**config.mk**
```make
export PLATFORM = sky130hd
export DESIGN_NAME = spi_port
export DESIGN_NICKNAME = d
export VERILOG_FILES = /design/src/design/spi_port_pkg.sv /design/src/design/spi_port.sv
export SDC_FILE = /design/constraint.sdc
export NUM_CORES = 1
export LEC_CHECK = 0
export ABC_AREA = 1
export BUFFER_PORTS_ARGS = -buffer_cell sky130_fd_sc_hd__buf_2
export CORE_MARGIN = 1
export CORE_UTILIZATION = 40
export CTS_CLUSTER_SIZE = 25
export DETAILED_ROUTE_END_ITERATION = 8
export SYNTH_ARGS = -nofsm -noshare
export SYNTH_HDL_FRONTEND = slang
export SYNTH_SLANG_ARGS = --single-unit
```
**constraint.sdc**
```tcl
create_clock -name clk_in -period 2.4 [get_ports clk_in]
set_input_delay 0.24 -clock clk_in [delete_from_list [all_inputs] [get_ports clk_in]]
set_output_delay 0.24 -clock clk_in [all_outputs]
set_load 0.05 [all_outputs]
```
**src/design/spi_port_pkg.sv**
```systemverilog
// Purpose: Constants for the serial port control block
// Assumes: 8-bit registers on a plain strobe port
// Notes:   Offsets and reset values named once here
`default_nettype none
package spi_port_pkg;
    // Register map (word index on the plain port)
    localparam logic [1:0] CTRL_ADDR    = 2'h0;
    localparam logic [1:0] STATCTL_ADDR = 2'h1;
    localparam logic [1:0] DATA_ADDR    = 2'h2;
    localparam logic [1:0] BREAK_ADDR   = 2'h3;
    // Control register fields
    localparam int RXIE_BIT = 7;
    localparam int MSTR_BIT = 5;
    localparam int CLOCK_POLARITY_BIT = 4;
    localparam int CLOCK_PHASE_BIT = 3;
    localparam int WOM_BIT  = 2;
    localparam int EN_BIT   = 1;
    localparam int TXIE_BIT = 0;
    localparam logic [7:0] CTRL_RESET = 8'h28;
    localparam logic [7:0] CTRL_MASK  = 8'hBF;
    // Status/control register fields
    localparam int RXF_BIT   = 7;
    localparam int ERROR_IRQ_ENABLE_BIT = 6;
    localparam int OVR_BIT   = 5;
    localparam int MODE_FAULT_FLAG_BIT  = 4;
    localparam int TXE_BIT   = 3;
    localparam int MFEN_BIT  = 2;
    localparam int BAUD_HI   = 1;
    localparam logic [7:0] STAT_RESET = 8'h08;
    localparam logic [7:0] STAT_WMASK = 8'h47;
    // Bit count per byte
    localparam logic [3:0] BITS_PER_BYTE = 4'h8;
endpackage : spi_port_pkg
`default_nettype wire

```
**src/design/spi_port.sv**
```systemverilog
// Purpose: Serial peripheral port: control, pin steering, break, stop
// Assumes: Single clock; pins pass a 3-stage synchroniser
// Notes:   Slave clock edges are detected in the bus clock domain
`default_nettype none

module spi_port
    import spi_port_pkg::*;
(
    // Clock, reset, enable
    input  wire logic       clk_in,
    input  wire logic       rst_in,
    input  wire logic       ce_in,
    // System state
    input  wire logic       stop_mode_in,
    input  wire logic       break_in,
    // Register port
    input  wire logic [1:0] addr_in,
    input  wire logic [7:0] wdata_in,
    input  wire logic       wr_in,
    input  wire logic       rd_in,
    output logic      [7:0] rdata_out,
    // Interrupt requests
    output logic            tx_irq_out,
    output logic            rx_err_irq_out,
    // Pins: input, output, enable (low = driving)
    input  wire logic       miso_in,
    output logic            miso_out,
    output logic            miso_oe_n_out,
    input  wire logic       mosi_in,
    output logic            mosi_out,
    output logic            mosi_oe_n_out,
    input  wire logic       sclk_in,
    output logic            sclk_out,
    output logic            sclk_oe_n_out,
    input  wire logic       ss_n_in,
    // Pin ownership: high when port takes the pin from GPIO
    output logic            pins_owned_out,
    output logic            ss_owned_out
);
    typedef enum {ST_IDLE, ST_ACTIVE} xfer_t;

    // Synchronisers: one three-stage chain per pin, select idles high
    localparam logic [3:0] PIN_IDLE = 4'h8;
    logic [3:0] pin_raw;
    logic [2:0] sync_r [4];
    logic [2:0] miso_s_r, mosi_s_r, sclk_s_r, ss_s_r;
    logic       sclk_q_r, ss_q_r;
    assign pin_raw = {ss_n_in, sclk_in, mosi_in, miso_in};
    for (genvar i = 0; i < 4; i++) begin : g_sync
        always_ff @(posedge clk_in) begin
            if (rst_in) begin
                sync_r[i] <= {3{PIN_IDLE[i]}};
            end else if (ce_in) begin
                sync_r[i] <= {sync_r[i][1:0], pin_raw[i]};
            end
        end
    end
    assign miso_s_r = sync_r[0];
    assign mosi_s_r = sync_r[1];
    assign sclk_s_r = sync_r[2];
    assign ss_s_r   = sync_r[3];

    // Filtered levels move only when second and third stages agree,
    // so a one-cycle glitch on a pin never becomes an edge
    always_ff @(posedge clk_in) begin
        if (rst_in) begin
            sclk_q_r <= 1'b0;
            ss_q_r   <= 1'b1;
        end else if (ce_in) begin
            if (sclk_s_r[1] == sclk_s_r[2])
                sclk_q_r <= sclk_s_r[2];
            if (ss_s_r[1] == ss_s_r[2])
                ss_q_r <= ss_s_r[2];
        end
    end

    // Registers
    logic [7:0] ctrl_r, stat_r, tx_buf_r, rx_buf_r, shift_r;
    logic       break_clear_enable_r, mode_fault_flag_step1_r, rx_step1_r;
    logic [6:0] div_r;
    logic [3:0] bit_cnt_r;
    logic       sck_r, sample_r;
    xfer_t      st_r;

    logic run, en, mstr, clock_polarity, clock_phase, mfen, clr_ok, sel;
    assign run    = ce_in && !stop_mode_in;
    assign en     = ctrl_r[EN_BIT];
    assign mstr   = ctrl_r[MSTR_BIT];
    assign clock_polarity   = ctrl_r[CLOCK_POLARITY_BIT];
    assign clock_phase   = ctrl_r[CLOCK_PHASE_BIT];
    assign mfen   = stat_r[MFEN_BIT];
    assign clr_ok = !break_in || break_clear_enable_r;
    assign sel    = en && !mstr && !ss_q_r;

    // Divider select and edges
    logic [6:0] div_top;
    always_comb begin
        case (stat_r[BAUD_HI:0])
            2'h0:    div_top = 7'h00;
            2'h1:    div_top = 7'h03;
            2'h2:    div_top = 7'h0F;
            default: div_top = 7'h3F;
        endcase
    end
    logic half_tick;
    assign half_tick = (div_r == div_top);

    logic s_rise, s_fall, s_lead, s_trail, ss_fall;
    assign s_rise  = sclk_s_r[2] && sclk_s_r[1] && !sclk_q_r;
    assign s_fall  = !sclk_s_r[2] && !sclk_s_r[1] && sclk_q_r;
    assign s_lead  = sel && (clock_polarity ? s_fall : s_rise);
    assign s_trail = sel && (clock_polarity ? s_rise : s_fall);
    assign ss_fall = !ss_s_r[2] && !ss_s_r[1] && ss_q_r;

    // Mode fault causes
    // Gated by run so a select edge during stop cannot fault
    logic m_fault, s_fault;
    assign m_fault = run && en && mstr && mfen && !ss_q_r;
    assign s_fault = run && en && !mstr && mfen && st_r == ST_ACTIVE
                     && ss_s_r[2] && ss_s_r[1] && !ss_q_r;

    logic ctrl_wr, stat_rd, data_rd, data_wr;
    assign ctrl_wr = wr_in && addr_in == CTRL_ADDR;
    assign stat_rd = rd_in && addr_in == STATCTL_ADDR;
    assign data_rd = rd_in && addr_in == DATA_ADDR;
    assign data_wr = wr_in && addr_in == DATA_ADDR;

    // Transfer engine
    logic byte_done, load_tx;
    assign byte_done = st_r == ST_ACTIVE && bit_cnt_r == BITS_PER_BYTE;
    assign load_tx = en && !stat_r[TXE_BIT] && st_r == ST_IDLE
                     && (mstr || (clock_phase ? s_lead : ss_fall) || byte_done);

    always_ff @(posedge clk_in) begin
        if (rst_in) begin
            st_r      <= ST_IDLE;
            bit_cnt_r <= 4'h0;
            div_r     <= 7'h00;
            sck_r     <= 1'b0;
            sample_r  <= 1'b0;
            shift_r   <= 8'h00;
        end else if (run) begin
            if (!en || m_fault) begin
                st_r      <= ST_IDLE;
                bit_cnt_r <= 4'h0;
                div_r     <= 7'h00;
                sck_r     <= 1'b0;
            end else if (byte_done) begin
                st_r      <= ST_IDLE;
                bit_cnt_r <= 4'h0;
                sck_r     <= 1'b0;
            end else if (st_r == ST_IDLE) begin
                div_r <= 7'h00;
                if (load_tx || (!mstr && sel && clock_phase && s_lead)) begin
                    st_r    <= ST_ACTIVE;
                    shift_r <= load_tx ? tx_buf_r : shift_r;
                    if (!mstr && clock_phase) begin
                        sck_r    <= 1'b1;
                        sample_r <= mosi_s_r[2];
                    end
                end
            end else if (mstr) begin
                div_r <= half_tick ? 7'h00 : div_r + 7'h01;
                if (half_tick) begin
                    sck_r <= !sck_r;
                    if (sck_r == clock_phase) begin
                        sample_r <= miso_s_r[2];
                    end else begin
                        shift_r   <= {shift_r[6:0], sample_r};
                        bit_cnt_r <= bit_cnt_r + 4'h1;
                    end
                end
            end else if (!ss_q_r) begin
                if (clock_phase ? s_trail : s_lead)
                    sample_r <= mosi_s_r[2];
                if (clock_phase ? s_lead : s_trail) begin
                    shift_r   <= {shift_r[6:0], sample_r};
                    bit_cnt_r <= bit_cnt_r + 4'h1;
                end
                if (clock_phase && s_trail && bit_cnt_r == 4'h7) begin
                    shift_r   <= {shift_r[6:0], mosi_s_r[2]};
                    bit_cnt_r <= BITS_PER_BYTE;
                end
            end
        end
    end

    // Control register
    always_ff @(posedge clk_in) begin
        if (rst_in) begin
            ctrl_r <= CTRL_RESET;
        end else if (run) begin
            if (ctrl_wr)
                ctrl_r <= wdata_in & CTRL_MASK;
            if (m_fault)
                ctrl_r[EN_BIT] <= 1'b0;
        end
    end

    // Status flags; set wins over clear
    always_ff @(posedge clk_in) begin
        if (rst_in) begin
            stat_r       <= STAT_RESET;
            tx_buf_r     <= 8'h00;
            rx_buf_r     <= 8'h00;
            mode_fault_flag_step1_r <= 1'b0;
            rx_step1_r   <= 1'b0;
            break_clear_enable_r       <= 1'b0;
        end else if (run) begin
            if (wr_in && addr_in == STATCTL_ADDR)
                stat_r <= (stat_r & ~STAT_WMASK)
                          | (wdata_in & STAT_WMASK);
            if (wr_in && addr_in == BREAK_ADDR)
                break_clear_enable_r <= wdata_in[7];
            // First clear steps; held through break
            if (stat_rd && clr_ok) begin
                mode_fault_flag_step1_r <= stat_r[MODE_FAULT_FLAG_BIT];
                rx_step1_r   <= stat_r[RXF_BIT] | stat_r[OVR_BIT];
            end
            if (ctrl_wr && mode_fault_flag_step1_r && clr_ok
                && !m_fault && !s_fault) begin
                stat_r[MODE_FAULT_FLAG_BIT] <= 1'b0;
                mode_fault_flag_step1_r     <= 1'b0;
            end
            if (data_rd && rx_step1_r && clr_ok) begin
                stat_r[RXF_BIT] <= 1'b0;
                stat_r[OVR_BIT] <= 1'b0;
                rx_step1_r      <= 1'b0;
            end
            if (data_wr) begin
                tx_buf_r <= wdata_in;
                if (clr_ok)
                    stat_r[TXE_BIT] <= 1'b0;
            end
            if (load_tx)
                stat_r[TXE_BIT] <= 1'b1;
            if (byte_done && en) begin
                if (stat_r[RXF_BIT]) begin
                    stat_r[OVR_BIT] <= 1'b1;
                end else begin
                    rx_buf_r        <= shift_r;
                    stat_r[RXF_BIT] <= 1'b1;
                end
            end
            if (m_fault || s_fault)
                stat_r[MODE_FAULT_FLAG_BIT] <= 1'b1;
            if (m_fault || !en)
                stat_r[TXE_BIT] <= 1'b1;
        end
    end

    // Read data: always the addressed register, one cycle later
    always_ff @(posedge clk_in) begin
        if (rst_in) begin
            rdata_out <= 8'h00;
        end else if (ce_in) begin
            case (addr_in)
                CTRL_ADDR:    rdata_out <= ctrl_r;
                STATCTL_ADDR: rdata_out <= stat_r;
                DATA_ADDR:    rdata_out <= rx_buf_r;
                default:      rdata_out <= {break_clear_enable_r, 7'h00};
            endcase
        end
    end

    // Interrupt levels keep updating in stop so a request can wake
    always_ff @(posedge clk_in) begin
        if (rst_in) begin
            tx_irq_out     <= 1'b0;
            rx_err_irq_out <= 1'b0;
        end else if (ce_in) begin
            tx_irq_out     <= ctrl_r[TXIE_BIT] && en
                              && stat_r[TXE_BIT];
            rx_err_irq_out <= (ctrl_r[RXIE_BIT] && stat_r[RXF_BIT])
                              || (stat_r[ERROR_IRQ_ENABLE_BIT]
                              && (stat_r[MODE_FAULT_FLAG_BIT]
                              || stat_r[OVR_BIT]));
        end
    end

    // Pin steering; a master mode fault hands every pin back in the same cycle
    logic ms_drv, own;
    assign own    = en && !m_fault;
    assign ms_drv = own && mstr;
    always_ff @(posedge clk_in) begin
        if (rst_in) begin
            miso_out       <= 1'b1;
            miso_oe_n_out  <= 1'b1;
            mosi_out       <= 1'b1;
            mosi_oe_n_out  <= 1'b1;
            sclk_out       <= 1'b0;
            sclk_oe_n_out  <= 1'b1;
            pins_owned_out <= 1'b0;
            ss_owned_out   <= 1'b0;
        end else if (ce_in) begin
            pins_owned_out <= own;
            ss_owned_out   <= own && (!mstr || mfen);
            // Open-drain drives only low
            mosi_out <= shift_r[7];
            miso_out <= shift_r[7];
            sclk_out <= clock_polarity ^ sck_r;
            mosi_oe_n_out <= !(ms_drv && !(ctrl_r[WOM_BIT]
                              && shift_r[7]));
            sclk_oe_n_out <= !(ms_drv && !(ctrl_r[WOM_BIT]
                              && (clock_polarity ^ sck_r)));
            miso_oe_n_out <= !(sel && !(ctrl_r[WOM_BIT]
                              && shift_r[7]));
        end
    end
endmodule : spi_port
`default_nettype wire

```
## Yosys cells after proc, flatten, opt, wreduce, memory -nomap -nowiden

Memories as Yosys holds them, arrays and structs flattened.
Index checks and enable logic that the tools add are counted.

- Output and inout port bits: 18
- Flip-flop bits (word level): 106
- RAM bits: 12
- Bits of input ports: 21
- Logic and storage cells: 261
- Memories kept: 1

Memory list:

| memory | depth | bits a word | read ports | clocked after Yosys merged registers in | wr ports | line | RTL |
|---|---|---|---|---|---|---|---|
| sync_r | 4 | 3 | 4 | 0 | 4 | spi_port.sv:45 | `logic [2:0] sync_r [4];` |

- $add $sub $neg: 2
- Bitwise logic cells: 10
- Multiplexer cells: 77
- Reductions and logical operators: 117
- Equality and inequality tests: 26

Operators by type and width:

| operator | number |
|---|---|
| 32-bit two-way mux | 4 |
| 8-bit two-way mux | 10 |
| 1-bit logical AND | 57 |
| 1-bit two-way mux | 42 |
| 4-bit two-way mux | 9 |
| 7-bit two-way mux | 5 |
| 32-bit by 2-bit equality test with 1-bit output, second input constant | 1 |
| 32-bit zero test | 1 |
| 8-bit one-hot mux with 3 select lines | 1 |
| 2-bit AND reduction | 10 |
| 1-bit zero test | 19 |
| 6-bit one-hot mux with 3 select lines | 1 |
| 9-bit AND reduction | 2 |
| 3-bit nonzero test | 5 |
| 3-bit two-way mux | 4 |
| 4-bit nonzero test | 3 |
| 1-bit logical OR | 9 |
| 3-bit by 1-bit inequality test with 1-bit output, second input constant | 3 |
| 3-bit AND reduction | 3 |
| 4-bit by 1-bit inequality test with 1-bit output, second input constant | 2 |
| 4-bit by 2-bit inequality test with 1-bit output, second input constant | 2 |
| 8-bit by 7-bit bitwise OR with 8-bit output | 1 |
| 7-bit by 1-bit adder with 7-bit output, second input constant | 1 |
| 7-bit equality test | 1 |
| 20 further kinds | 36 |

## Depth between registers and ports, before layout

An unclocked memory read counts as a cell.

- Depth in word-level cells: 15
- Gate-level depth with buffers: 13
- Depth with buffers taken out: 12

## Worst setup path after synthesis

OpenSTA, ideal clock, no wires.

- Path kind: register to register
- Start point: register bit_cnt_r[0]
- End point: register shift_r[1]
- Period minus slack after synthesis: 1.684 ns
- Setup slack: 0.716 ns
- Data arrival time: 1.571 ns
- Library setup time: 0.113 ns
- Buffers on the path: 1
- Data required time: 2.287 ns
- Stages on the path, launching flop included: 12
- Path through: dfxtp_1 > inv_1 > ha_1 > nand4_4 > inv_2 > nor2_4 > nand3_2 > nor2_4 > nand3_4 > buf_6 > nor2_1 > nor2_1

- Word-level cells in the longest chain between the ends: 7
- Elaborated cells on any way between the ends: 16
- Classes of those cells: eq/ne (4); mux (4); bitwise (1); reduce/logical (7)

RTL lines:

| item | line | RTL |
|---|---|---|
| start: declaration | spi_port.sv:81 | `logic [3:0] bit_cnt_r;` |
| start signal: assignment | spi_port.sv:170 | `bit_cnt_r <= bit_cnt_r + 4'h1;` |
| start signal: assignment | spi_port.sv:178 | `bit_cnt_r <= bit_cnt_r + 4'h1;` |
| 4-bit equality test | spi_port.sv:130 | `assign byte_done = st_r == ST_ACTIVE && bit_cnt_r == BITS_PER_BYTE;` |
| 1-bit logical AND | spi_port.sv:130 |  |
| 1-bit logical OR | spi_port.sv:132 | `&& (mstr \|\| (clock_phase ? s_lead : ss_fall) \|\| byte_done);` |
| 1-bit logical AND | spi_port.sv:132 |  |
| 1-bit logical OR | spi_port.sv:154 | `if (load_tx \|\| (!mstr && sel && clock_phase && s_lead)) begin` |
| 2-bit by 1-bit inequality test with 1-bit output (no source line) | n/a |  |
| 9-bit AND reduction (no source line) | n/a |  |
| end signal: assignment | spi_port.sv:156 | `shift_r <= load_tx ? tx_buf_r : shift_r;` |
| end signal: assignment | spi_port.sv:169 | `shift_r <= {shift_r[6:0], sample_r};` |
| end signal: assignment | spi_port.sv:177 | `shift_r <= {shift_r[6:0], sample_r};` |
| end: declaration | spi_port.sv:78 | `logic [7:0] ctrl_r, stat_r, tx_buf_r, rx_buf_r, shift_r;` |

Parallel ways exist; a longest one is shown, timed or not. The select of a mux whose other input is x is not followed.
A chain may end at the register's enable or synchronous reset.

## Final worst setup path

Same ends and word-level chain as after synthesis.

==> results.sh <==
export IMPL_h_tree_depth=3
export IMPL_outcome="complete, no violations"
export IMPL_layout_min_cycle_time_ns=1.875
export IMPL_cts_tree="done"
export IMPL_holdBufCountCts=0
export IMPL_pre_cts_ws_ns=0.5310
export IMPL_seq_power_share=0.540
export IMPL_cts_made_buffers=9
export IMPL_switching_share=0.2707
export IMPL_synthFlopType="dfxtp_1"
export IMPL_dp_hpwl_um=8331
export IMPL_synth_async_reset_ratio=0
export IMPL_die_area_mm2=0.01097
export IMPL_synth_edf_count=12
export IMPL_timing_final_crit_share=0.7811
export IMPL_peakVddDrop_uv=391.2
export IMPL_yosysTopAreaCellShare=0.3555
export IMPL_routed_wl_um=11050
export IMPL_track_usage=0.2086
export IMPL_power_leakage_nw=2.054
export IMPL_clock_latency_ns=0.37
export IMPL_nets=647
export IMPL_crit_chain="inv_1, ha_1, nand4_4, inv_2, nor2_4, nand3_2, nor2_4, nand3_4, nor2_1, nor2_1"
export IMPL_io_pins=39
export IMPL_layout_drive_gt1_share=0.1504
export IMPL_vias=3836
export IMPL_drt_iter0_markers=235
export IMPL_crit_fanout=14
export IMPL_multi_input_area_mm2=0.001966
export IMPL_p_int_mw=2.077
export IMPL_diodes=0
export IMPL_core_area_mm2=0.01028
export IMPL_setup_viol=0
export IMPL_grt_pass1_vias=3515
export IMPL_ys_ff_latch=87
export IMPL_clock_sinks=87
export IMPL_drv_cap=0
export IMPL_fp_row_count=37
export IMPL_fillers=1109
export IMPL_synth_top_cells_by_area="dfxtp_1 (36%), nand2_1 (9.8%), edfxtp_1 (8.5%)"
export IMPL_p_sw_uw=771.0
export IMPL_grt_overflow_total=0
export IMPL_slowest_delay_ns=0.39
export IMPL_max_freq_mhz=533.4
export IMPL_worstSetupStartpointType="register"
export IMPL_clock_skew_ns=0.01575
export IMPL_seqCellArea_mm2=0.001862
export IMPL_clockBufferDepth=2
export IMPL_min_delay_path_class="input port to register"
export IMPL_grt_start_max_net_pins=31
export IMPL_chipHeight_um=104.8
export IMPL_rsz0062_at_grt="false"
export IMPL_clockRootBuffer="clkbuf_8"
export IMPL_yosys_warnings=0
export IMPL_portBuffers=38
export IMPL_hold_viol=0
export IMPL_viasPerCell=5.041
export IMPL_ctsResizeCount=0
export IMPL_finalMaxSlewViolations=0
export IMPL_syn2layout_area_growth_pct=12.29
export IMPL_die_width_um=104.8
export IMPL_p_clk_frac=0.380
export IMPL_antenna_found_initial=0
export IMPL_yosysMostFrequentCell="nand2_1"
export IMPL_post_cts_buffers=0
export IMPL_combPwrFrac=0.080
export IMPL_cp_end_kind="register"
export IMPL_synthTopCellsByCount="nand2_1 (110), nor2_1 (84), dfxtp_1 (75)"
export IMPL_yosys_area_top_type="dfxtp_1"
export IMPL_avgSynthCellArea_um2=7.283
export IMPL_start_util=0.4110
export IMPL_crit_path_top_delay_cell="dfxtp_1"
export IMPL_relSlewSlack=0.6252
export IMPL_grt_pass1_wl_um=17860
export IMPL_p_total_mw=2.848
export IMPL_tns_ns=0
export IMPL_powerDensity_mw_per_mm2=600.4
export IMPL_clkTransAtPathRegs_ns=0.09
export IMPL_syn_nets=607
export IMPL_critical_path_arrival_ns=2.14
export IMPL_ys_types=45
export IMPL_cp_data_required_time_ns=2.67
export IMPL_seq_area_frac_synth=0.4408
export IMPL_postRouteAntennaNets=0
export IMPL_drc=0
export IMPL_setup_ws_ns=0.5254
export IMPL_drt_pass1_iter_count=6
export IMPL_netlist_area_mm2=0.004224
export IMPL_drt_wirelength_per_cell_um=14.52
export IMPL_gp_congestion=0.8528
export IMPL_synthCells=580
export IMPL_worst_slew_pin_slew_ns=0.5615
export IMPL_path_class="register to register"
## power by group through the flow
stage	combinational (mW)	clock, mW	sequential (mW)
floorplan	0.143	0	1.58
CTS	0.229	1.11	1.54
global route	0.256	1.16	1.54
detailed placement	0.228	0	1.57
finish	0.229	1.08	1.54
global placement	0.226	0	1.57
## cell families (layout without fill, tap and decap cells)
family | count (synthesis) | after routing | share of synthesized area
simple gates | 256 | 256 | 0.2734
xor+xnor | 4 | 4 | 0.008295
fa+ha+maj | 6 | 6 | 0.01777
flops | 87 | 87 | 0.4408
buf+inv | 98 | 143 | 0.09389
compound gates | 129 | 129 | 0.1659
## path summary, 6_finish.rpt
kind                startpoint            to  slack, ns  depth (start not counted)
hold reg to reg   rdata_out[7]  rdata_out[7]       0.46                          2
setup / recovery  bit_cnt_r[0]    shift_r[1]       0.53                         10
setup reg to reg  bit_cnt_r[0]    shift_r[1]       0.53                         10
hold / removal         ss_n_in  sync_r[3][0]       0.13                          2
## cell usage in the layout (no fill, tap or decap), types with 3 or more instances in the layout
cell,n
nor3_1,3
nand3_1,28
inv_1,72
a221oi_1,3
nand2_2,5
ha_1,6
nor2_1,84
nand4_1,6
o21ai_1,3
dfxtp_1,75
edfxtp_1,12
o21ai_0,56
nor2_2,5
nand3_2,3
buf_4,5
nand2_1,110
o22ai_1,5
a21oi_1,49
nor2_4,3
buf_2,38
inv_2,11
clkbuf_8,9
## state kept, by name, summed over array words and instances (netlist names), 7 cells and up
| register | count |
|---|---|
| sync_r | 12 |
| rdata_out | 8 |
| rx_buf_r | 8 |
| shift_r | 8 |
| stat_r | 8 |
| tx_buf_r | 8 |
| ctrl_r | 7 |
| div_r | 7 |
## worst max-delay path: cells and delay by family, from the launching register on
kind | cells | cell delay, ns
DFF | 1 | 0.39
adders and majority gates | 1 | 0.23
and+or+nand+nor | 7 | 1.03
buffers and inverters | 2 | 0.14
## layout make-up
class / count / share of cell area
clock buffer: 10 / 0.02691
clock inverter: 6 / 0.01583
inverter: 84 / 0.06647
multi-input combinational: 395 / 0.4144
sequential: 87 / 0.3925
tap: 136 / 0.03587
timing repair buffer: 43 / 0.04801
## per-layer routing
| layer | track usage | up-vias | wire length [um] |
|---|---|---|---|
| met5 | 0 | - | 0 |
| met4 | 0.06640 | 0 | 201 |
| met3 | 0.03618 | 16 | 453 |
| met2 | 0.3496 | 87 | 5309 |
| met1 | 0.2724 | 1762 | 5083 |
| li1 | - | 1971 | - |
## stage by stage
step / std cells / util / hold WS [ns] / area (um^2)
finish: 761 / 0.4615 / 0.1255 / 4743
global route: 761 / 0.4615 / 0.1130 / 4743
CTS: 761 / 0.4615 / 0.1217 / 4743
detailed placement: 745 / 0.4418 / 0.4445 / 4541
global placement: 745 / 0.4418 / 0.4362 / 4541
floorplan: 580 / - / 0.3664 / 4224
Note: power is estimated with default switching activity, not from simulation.
